<file path="src/shared/lane_strobe_pkg.sv">
package lane_strobe_pkg;
    // strobe timing: one oscillator period equals one ref clock cycle
    localparam int unsigned TOSC_NS           = 5;
    localparam int unsigned CLK_PERIOD_NS     = 5;
    localparam int unsigned TOSC_CYCLES       =
        (TOSC_NS + CLK_PERIOD_NS - 1) / CLK_PERIOD_NS;
    localparam logic [3:0]  LANE_PULSE_CYCLES = 4'h2 * TOSC_CYCLES[3:0];
    localparam logic [3:0]  LONG_PULSE_CYCLES =
        LANE_PULSE_CYCLES + TOSC_CYCLES[3:0];
    localparam logic [3:0]  SETUP_CYCLES      = 4'h1;
    localparam int unsigned ADDR_BIT_LSB      = 0;
endpackage

</file>
<file path="src/lane_strobe_ctrl.sv">
//Function
// - low strobe: word writes, even byte writes
// - high strobe: word writes, odd byte writes
// - 16-bit reads fetch even word, drop byte
// - 8-bit bus: byte access, low strobe always
// - 8-bit word: two byte cycles
// - long strobe on low pin, 16-bit only
// - long strobe one period longer
// - upper-lane enable low when upper byte used, long strobe mode only
// - addr bit0 low enables lower lane
// - width pin sampled after address strobe
// - setup bit zero forces 8-bit bus
`timescale 1ns/10ps
module lane_strobe_ctrl
(
    input  wire logic        i_ref_clk,
    input  wire logic        i_reset,
    input  wire logic        i_req_valid,
    input  wire logic        i_req_write,
    input  wire logic        i_req_word,
    input  wire logic        i_long_strobe_mode,
    input  wire logic [15:0] i_req_addr,
    input  wire logic [15:0] i_req_wdata,
    input  wire logic        i_bus_width_select,
    input  wire logic        i_lane_size_pin,
    input  wire logic [15:0] i_bus_data_in,
    output logic             o_req_ready,
    output logic             o_rsp_valid,
    output logic [15:0]      o_rsp_rdata,
    output logic             o_address_strobe,
    output logic [15:0]      o_latched_addr_lines,
    output logic [15:0]      o_bus_data_out,
    output logic             o_bus_data_oe,
    output logic             o_read_n,
    output logic             o_store_strobe_low_lane_n,
    output logic             o_store_strobe_high_lane_n,
    output logic             o_upper_lane_enable_n
);

////////////////////////////////////////////////////////////////////////////
typedef enum logic [2:0]
{
    ST_IDLE   = 3'b000,
    ST_ADDR   = 3'b001,
    ST_SAMPLE = 3'b010,
    ST_STROBE = 3'b011,
    ST_DONE   = 3'b100
} bus_state_e;

bus_state_e  state_q;
logic [15:0] addr_q;
logic [15:0] wdata_q;
logic [15:0] rdata_q;
logic        write_q;
logic        word_q;
logic        long_q;
logic        wide_q;
logic        second_q;
logic [3:0]  cnt_q;
logic        pin_s1_q;
logic        pin_s2_q;
logic        low_n_q;
logic        high_n_q;
logic        rsp_q;

// width pin passes two flops before use
always_ff @(posedge i_ref_clk)
begin
    pin_s1_q <= i_lane_size_pin;
    pin_s2_q <= pin_s1_q;
end

////////////////////////////////////////////////////////////////////////////
function automatic logic [15:0] even_addr(input logic [15:0] a);
    even_addr = {a[15:1], 1'b0};
endfunction

wire         wide_now   = i_bus_width_select & pin_s2_q;
wire         odd_byte   = addr_q[lane_strobe_pkg::ADDR_BIT_LSB];
wire         split      = ~wide_q & word_q;
wire         low_use    = wide_q ? (word_q | ~odd_byte) : 1'b1;
wire         high_use   = wide_q & (word_q | odd_byte);
wire         long_on    = long_q & wide_q;
wire [3:0]   pulse_len  = long_on ? lane_strobe_pkg::LONG_PULSE_CYCLES
                                  : lane_strobe_pkg::LANE_PULSE_CYCLES;
wire [15:0]  bus_addr   = wide_q ? (write_q ? addr_q : even_addr(addr_q))
                        : (second_q ? (addr_q | 16'h0001) : addr_q);
wire [7:0]   byte_in    = i_bus_data_in[7:0];
wire [7:0]   rd_sel     = odd_byte ? i_bus_data_in[15:8] : byte_in;

assign o_req_ready = (state_q == ST_IDLE);
assign o_rsp_valid = rsp_q;
assign o_rsp_rdata = rdata_q;
assign o_latched_addr_lines = bus_addr;

////////////////////////////////////////////////////////////////////////////
always_ff @(posedge i_ref_clk)
begin
    if (i_reset)
    begin
        state_q  <= ST_IDLE;
        addr_q   <= 16'h0000;
        wdata_q  <= 16'h0000;
        rdata_q  <= 16'h0000;
        write_q  <= 1'b0;
        word_q   <= 1'b0;
        long_q   <= 1'b0;
        wide_q   <= 1'b0;
        second_q <= 1'b0;
        cnt_q    <= 4'h0;
        rsp_q    <= 1'b0;
    end
    else
    begin
        rsp_q <= 1'b0;
        case (state_q)
            ST_IDLE:
            begin
                if (i_req_valid)
                begin
                    addr_q   <= i_req_addr;
                    wdata_q  <= i_req_wdata;
                    write_q  <= i_req_write;
                    word_q   <= i_req_word;
                    long_q   <= i_long_strobe_mode;
                    second_q <= 1'b0;
                    wide_q   <= wide_now;
                    state_q  <= ST_ADDR;
                end
            end
            ST_ADDR:
                state_q <= ST_SAMPLE;
            ST_SAMPLE:
            begin
                if (!second_q)
                    wide_q <= wide_now;
                cnt_q   <= 4'h0;
                state_q <= ST_STROBE;
            end
            ST_STROBE:
            begin
                cnt_q <= cnt_q + 4'h1;
                if (cnt_q == pulse_len - 4'h1)
                begin
                    if (!write_q)
                    begin
                        if (wide_q && word_q)
                            rdata_q <= i_bus_data_in;
                        else if (wide_q)
                            rdata_q <= {8'h00, rd_sel};
                        else if (second_q)
                            rdata_q <= {byte_in, rdata_q[7:0]};
                        else
                            rdata_q <= {8'h00, byte_in};
                    end
                    state_q <= ST_DONE;
                end
            end
            ST_DONE:
            begin
                if (split && !second_q)
                begin
                    second_q <= 1'b1;
                    state_q  <= ST_ADDR;
                end
                else
                begin
                    rsp_q   <= 1'b1;
                    state_q <= ST_IDLE;
                end
            end
            default:
                state_q <= ST_IDLE;
        endcase
    end
end

////////////////////////////////////////////////////////////////////////////
wire strobing  = (state_q == ST_STROBE) & write_q;
wire lane_win  = strobing & (cnt_q < lane_strobe_pkg::LANE_PULSE_CYCLES);
wire long_win  = strobing & (cnt_q < lane_strobe_pkg::LONG_PULSE_CYCLES);
wire pin_low_d = long_on ? ~long_win : ~(lane_win & low_use);
wire in_cycle  = (state_q == ST_STROBE);
wire bhe_d     = ~(in_cycle & high_use);
wire hi_d      = long_on ? bhe_d : ~(lane_win & high_use);

always_ff @(posedge i_ref_clk)
begin
    if (i_reset)
    begin
        low_n_q  <= 1'b1;
        high_n_q <= 1'b1;
    end
    else
    begin
        low_n_q  <= pin_low_d;
        high_n_q <= hi_d;
    end
end

assign o_store_strobe_low_lane_n  = low_n_q;
assign o_store_strobe_high_lane_n = high_n_q;
assign o_upper_lane_enable_n      = long_on ? high_n_q : 1'b1;
assign o_address_strobe = (state_q == ST_ADDR);
assign o_read_n         = ~((state_q == ST_STROBE) & ~write_q);
assign o_bus_data_oe    = (state_q == ST_STROBE) & write_q;
assign o_bus_data_out   = wide_q ? wdata_q
                        : (second_q ? {8'h00, wdata_q[15:8]}
                                    : {8'h00, (word_q | ~odd_byte)
                                              ? wdata_q[7:0]
                                              : wdata_q[15:8]});

////////////////////////////////////////////////////////////////////////////
a_low_strobe_even: assert property (@(posedge i_ref_clk) disable iff (i_reset)
    (state_q == ST_STROBE && write_q && cnt_q == 4'h0 && wide_q && !long_q
     && !word_q && odd_byte) |=> o_store_strobe_low_lane_n)
    else $error("low strobe on odd byte write");
a_high_strobe_odd: assert property (@(posedge i_ref_clk) disable iff (i_reset)
    (state_q == ST_STROBE && write_q && cnt_q == 4'h0 && wide_q && !long_q
     && (word_q || odd_byte)) |=> !o_store_strobe_high_lane_n)
    else $error("high strobe missing");
a_narrow_high_idle: assert property (@(posedge i_ref_clk) disable iff (i_reset)
    (!wide_q && state_q == ST_STROBE) |=> o_store_strobe_high_lane_n)
    else $error("high strobe on 8-bit bus");
a_split_two_cycles: assert property (@(posedge i_ref_clk) disable iff (i_reset)
    (state_q == ST_DONE && split && !second_q) |=> state_q == ST_ADDR
     ##1 second_q)
    else $error("word not split");
a_long_pulse_len: assert property (@(posedge i_ref_clk) disable iff (i_reset)
    (state_q == ST_SAMPLE ##1 state_q == ST_STROBE && long_on && write_q)
    |=> !o_store_strobe_low_lane_n [*3] ##1 o_store_strobe_low_lane_n)
    else $error("long strobe length");
a_read_even_word: assert property (@(posedge i_ref_clk) disable iff (i_reset)
    (state_q == ST_STROBE && !write_q && wide_q)
    |-> !o_latched_addr_lines[0])
    else $error("wide read not even");
a_width_forced: assert property (@(posedge i_ref_clk) disable iff (i_reset)
    (state_q == ST_SAMPLE && !second_q && !i_bus_width_select)
    |=> !wide_q)
    else $error("width select ignored");
a_no_long_narrow: assert property (@(posedge i_ref_clk) disable iff (i_reset)
    !wide_q |-> o_upper_lane_enable_n && o_store_strobe_high_lane_n)
    else $error("upper enable on narrow bus");

c_wide_write: cover property (@(posedge i_ref_clk)
    state_q == ST_STROBE && write_q && wide_q);
c_split_word: cover property (@(posedge i_ref_clk)
    state_q == ST_DONE && second_q);
c_long_write: cover property (@(posedge i_ref_clk)
    state_q == ST_STROBE && long_on);

endmodule

</file>
<file path="config.mk">
export PLATFORM = sky130hd
export DESIGN_NAME = lane_strobe_ctrl
export DESIGN_NICKNAME = d
export VERILOG_FILES = /design/src/shared/lane_strobe_pkg.sv /design/src/lane_strobe_ctrl.sv
export SDC_FILE = /design/constraint.sdc
export NUM_CORES = 1
export LEC_CHECK = 0
export ABC_AREA = 0
export BUFFER_PORTS_ARGS = -buffer_cell sky130_fd_sc_hd__buf_2
export CAP_MARGIN = 20
export CORE_UTILIZATION = 50
export CTS_BUF_LIST = sky130_fd_sc_hd__clkbuf_4 sky130_fd_sc_hd__clkbuf_8
export DETAILED_ROUTE_END_ITERATION = 7
export PLACE_DENSITY = 0.81
export SYNTH_ARGS = -nofsm -noshare
export SYNTH_HDL_FRONTEND = slang
export SYNTH_SLANG_ARGS = --single-unit
</file>
<file path="constraint.sdc">
create_clock -name i_ref_clk -period 2.8 [get_ports i_ref_clk]
set_input_delay 0.84 -clock i_ref_clk [delete_from_list [all_inputs] [get_ports i_ref_clk]]
set_output_delay 0.84 -clock i_ref_clk [all_outputs]
set_load 0.05 [all_outputs]
</file>
=== After elaboration in Yosys (flattened, before gate mapping) ===
Index checks and enable logic that the tools add are counted.

* Muxes and demuxes: 27
* Reduce and logical (&&, ||, !) cells: 14
* Equality and inequality tests: 10
* Add/subtract/negate cells: 2
* $lt $le $gt $ge: 2
* Bitwise logic cells: 22

{| class="wikitable"
|+ Operator list
! kind !! count
|-
| two-way mux 16 bit || 4
|-
| two-way mux 8 bit || 3
|-
| case mux 3 bit (5 select lines) || 1
|-
| two-way mux 1 bit || 14
|-
| AND 1 bit || 11
|-
| NOT 1 bit || 9
|-
| AND reduction 3 bit || 3
|-
| less-than comparator 4 x 2 -> 1 bit, second input constant || 2
|-
| case mux 4 bit (2 select lines) || 1
|-
| equality test 3 x 2 -> 1 bit, second input constant || 2
|-
| two-way mux 3 bit || 2
|-
| inequality test 2 bit, second input constant || 3
|-
| nonzero test 2 bit || 3
|-
| adder 4 x 1 -> 4 bit, second input constant || 1
|-
| equality test 4 bit || 1
|-
| case mux 1 bit (2 select lines) || 2
|-
| AND reduction 2 bit || 2
|-
| AND reduction 4 bit || 1
|-
| equality test 3 x 1 -> 1 bit, second input constant || 1
|-
| equality test 3 bit, second input constant || 1
|-
| logical NOT 3 bit || 1
|-
| inequality test 3 x 2 -> 1 bit, second input constant || 1
|-
| subtractor 2 x 1 -> 3 bit, second input constant || 1
|-
| logical AND 1 bit || 2
|-
| other kinds (4) || 5
|}

* Logic and storage cells: 93
* Input port bits: 56
* Output and inout port bits: 56
* Register bits after elaboration: 65

=== Depth between registers and ports, before layout ===
* Depth after elaboration: 6
* Mapped depth: 7
* Depth with buffers taken out: 6

=== Worst setup path before layout ===
No wires, ideal clock.

* Kind: register to register
* Start: register state_q[0]
* End: register addr_q[10]
* Data required time: 2.668 ns
* Period minus slack after synthesis: 2.589 ns
* Buffers on the path: 2
* Library setup time: 0.132 ns
* Setup slack: 0.211 ns
* Cell stages (with the launch flop): 7
* Arrival: 2.457 ns
* Cell sequence: dfxtp_1 buf_6 nor3_1 nand2_1 clkbuf_1 nand2_1 a21oi_1

* Cells in the longest elaborated chain, start to end: 2

{| class="wikitable"
|+ RTL lines
! item !! line !! source
|-
| from (decl) || lane_strobe_ctrl.sv:50 || <nowiki>bus_state_e state_q;</nowiki>
|-
| from (signal assigned) || lane_strobe_ctrl.sv:101 || <nowiki>state_q <= ST_IDLE;</nowiki>
|-
| from (signal assigned) || lane_strobe_ctrl.sv:128 || <nowiki>state_q <= ST_ADDR;</nowiki>
|-
| from (signal assigned) || lane_strobe_ctrl.sv:132 || <nowiki>state_q <= ST_SAMPLE;</nowiki>
|-
| logical NOT 3 bit || -- ||
|-
| named net o_req_ready || lane_strobe_ctrl.sv:27 || <nowiki>output logic o_req_ready,</nowiki>
|-
| AND reduction 2 bit (no source line) || -- ||
|-
| to (signal assigned) || lane_strobe_ctrl.sv:121 || <nowiki>addr_q <= i_req_addr;</nowiki>
|-
| to (decl) || lane_strobe_ctrl.sv:51 || <nowiki>logic [15:0] addr_q;</nowiki>
|}

The timed path passes the listed nets, and every way through them passes these cells.
A chain may end at the register's enable or synchronous reset.

=== Worst setup path after layout ===
* Start: register addr_q[0]
* End: output port o_bus_data_out[5]

* Cells in the longest elaborated chain, start to end: 5

{| class="wikitable"
|+ RTL lines
! item !! line !! source
|-
| NOT 1 bit || lane_strobe_ctrl.sv:209 || <nowiki>: {8'h00, (word_q | ~odd_byte)</nowiki>
|-
| bitwise OR 1 bit || lane_strobe_ctrl.sv:209 ||
|-
| two-way mux 8 bit || lane_strobe_ctrl.sv:210 || <nowiki>? wdata_q[7:0]</nowiki>
|-
| two-way mux 8 bit || lane_strobe_ctrl.sv:208 || <nowiki>: (second_q ? {8'h00, wdata_q[15:8]}</nowiki>
|-
| two-way mux 16 bit || lane_strobe_ctrl.sv:207 || <nowiki>assign o_bus_data_out = wide_q ? wdata_q</nowiki>
|-
| to (decl) || lane_strobe_ctrl.sv:32 || <nowiki>output logic [15:0] o_bus_data_out,</nowiki>
|}

No other way between the ends.

==> impl_metrics.csv <==
group,metric,value,unit
power,p_total,2.25,mW
logic_synthesis,synth_top_area_share,42.9,%
sta,fin_crit_sh,94.4,%
global_route,grt_usage,23.9,%
sta,setup_viol,0,
floorplanning,core-area,5680,um2
finish,drive_above_1_share,36.2,%
sta,fin_ws,0.156,ns
logic_synthesis,avgSynthCellArea,8.35,um2
power,p_per_area,604,nW/um2
clock_tree,clkSinkCount,65,
place,io_buffers,111,
hold_path,holdPathEnd,"pin_s2_q",
route,drc,0,
critical_path,worst_ep_required_time,1.96,ns
power,peakVddDrop,0.367,mV
finish,syn_to_final_growth,22.8,%
logic_synthesis,synth_area_leaders,"dfxtp_1, nand2_1, a21oi_1, mux2_2, buf_4",
global_route,grt_max_degree,61,
logic_synthesis,yosys_warnings,0,
critical_path,cpMaxStageDelayCell,"dfxtp_2",
clock_tree,htree_num_levels,3,
critical_path,timing.rr.end,"o_rsp_rdata[3]",
global_route,grt_remaining_overflow,0,
finish,fillCellCount,497,
job,cap_violations,0,
critical_path,reg2reg_from,"wide_q",
critical_path,start_kind,"flip-flop",
clock_tree,clk_pin_slew,0.07,ns
logic_synthesis,netlist_area,3030,um2
place,finalWeightedCongestion,0.880,
sta,fin_crit,2.64,ns
critical_path,worstSetupPathType,"reg -> out",
logic_synthesis,synth_area_leader_cell,"dfxtp_1",
critical_path,worstRegToRegCells,5,
route,firstDrtPassIters,5,
logic_synthesis,yosysSeqAreaShare,42.9,%
finish,nets,510,
critical_path,regToRegSetupSlack,0.62,ns
sta,finalMaxSlewViolations,0,
critical_path,crit_start,"addr_q[0]",
floorplanning,die_y,79.9,um
hold_path,min_path_cells,0,
clock_tree,post_cts_buffers,0,
clock_tree,cts_made_buffers,9,
logic_synthesis,synth_edf_count,0,
run_status,status,"finished clean",
clock_tree,holdBufCountCts,0,
global_route,grt_pass1_vias,2515,
place,pre_cts_slack,0.364,ns
logic_synthesis,netlist_instances,363,
hold_path,min_from,"pin_s1_q",
power,p_leak,1.59,nW
place,dp_hpwl,5000,um
route,vias_per_cell,5.47,
route,first_iter_violations,226,
critical_path,worstPathCellList,"nor2b_1 > nor2_1 > nor2_4 > mux2_2 > buf_2",
sta,fin_skew,0.00768,ns
logic_synthesis,ys.flop_type,"dfxtp_1",
finish,layout_commonest_cell,"buf_2",
floorplanning,row_count,27,
logic_synthesis,ys_ff_latch,65,
floorplanning,dieArea,6380,um2
sta,hold_viol,0,
clock_tree,cts_tree,"built",
clock_tree,ctsRootBufferMaster,"clkbuf_8",
hold_path,hp-class,"reg -> reg",
sta,relSlewSlack,42.6,%
floorplanning,start_util,53.4,%
sta,fin_setup_tns,0,ns
critical_path,path_max_fanout,8,
critical_path,critPathArrivalTime,1.80,ns
finish,layout_common_cells,"buf_2, nand2_1, dfxtp_1",
sta,max_freq,0.378,GHz
finish,multiInputGateArea,1500,um2
floorplanning,die_x,79.9,um
clock_tree,clock_latency,0.34,ns
logic_synthesis,syn_nets,420,
clock_tree,clk_path_buf_depth,2,
sta,worstMarginPinSlew,0.845,ns
finish,diodes,0,
logic_synthesis,ys_types,40,
critical_path,crit_path_end_kind,"primary output",
sta,rsz0062_at_grt,"no",
route,drt_wl_total,7380,um
route,dr_total_vias,2901,
route,ant_nets,0,
finish,fin_util,65.6,%
global_route,antenna_found_initial,0,
critical_path,slowest_delay,0.37,ns
route,routedWlPerCell,13.9,um
logic_synthesis,async_flop_share,0,%
global_route,grt_pass1_wl,11700,um
floorplanning,ioPinCount,112,
finish,seq_area,1300,um2
## final cells by class
| cell class | count | share of cell area [%] |
|---|---|---|
| Multi-Input combinational cell | 257 | 40.2 |
| Sequential cell | 65 | 35.0 |
| Timing Repair Buffer | 118 | 16.3 |
| Clock buffer | 12 | 4.44 |
| Tap cell | 72 | 2.42 |
| Clock inverter | 4 | 1.34 |
| Inverter | 2 | 0.269 |
## report_power, final
part	switching (mW)	total [mW]	internal, mW
Sequential	0.0361	1.01	0.970
Clock	0.354	0.836	0.482
Combinational	0.279	0.405	0.126
## kinds of logic after synthesis
family	count (synthesis)	share of synthesized area (%)
AO/OA/AOI/OAI	90	17.7
adder cells (fa/ha/maj)	1	0.413
buffers and inverters	41	7.88
flip-flops	65	42.9
multiplexers	20	7.47
AND/OR/NAND/NOR	146	23.6
## sequential cells by signal, summed over array words and instances (netlist names), 3 cells and up
register,cells
o_rsp_rdata,16
wdata_q,16
addr_q,16
cnt_q,4
state_q,3
## through the flow
stage | instance area, um2 | cells | hold slack (ns)
after floorplan | 3030 | 363 | 0.310
after global placement | 3500 | 514 | 0.310
after detailed placement | 3500 | 514 | 0.315
after CTS | 3720 | 530 | 0.332
after global routing | 3720 | 530 | 0.336
final | 3720 | 530 | 0.330
## timing repair
item / 4_1_cts / 5_1_grt
endpoints found under the setup margin: 4 / 8
gates cloned: 0 / 0
pin swaps: 0 / 1
gates resized for setup: 1 / 1
## critical path: cells and delay by family (launching register included)
kind / cells / cell delay (ns)
and+or+nand+nor: 3 / 0.51
muxes: 1 / 0.37
DFF: 1 / 0.37
buffers and inverters: 1 / 0.21
## how the worst max path moves through the flow
stage	endpoint	slack, ns	cells past startpoint
after detailed placement	o_bus_data_out[5]	0.36	5
final	o_bus_data_out[5]	0.16	5
after CTS	o_bus_data_out[5]	0.10	5
after global placement	o_bus_data_out[3]	0.46	5
after floorplan	addr_q[10]	0.21	6
after global routing	o_bus_data_out[0]	0.01	5
## synth_stat cells, drive strengths merged (6+ instances only)
cell     n
clkbuf  15
a211oi  10
a32oi    8
nor2    11
and2    11
mux2    18
nand3    6
nand2   89
o21ai   10
dfxtp   65
buf     24
nor3     7
a31oi    8
a21oi   48
## routing by layer
| layer | vias to the layer above | wire [um] | global-route usage (%) |
|---|---|---|---|
| li1 | 1424 | - | - |
| met2 | 136 | 3410 | 36.8 |
| met5 | - | 0 | 0 |
| met3 | 9 | 572 | 8.00 |
| met1 | 1332 | 3320 | 30.0 |
| met4 | 0 | 81 | 10.7 |
(Power assumes the default switching activity.)
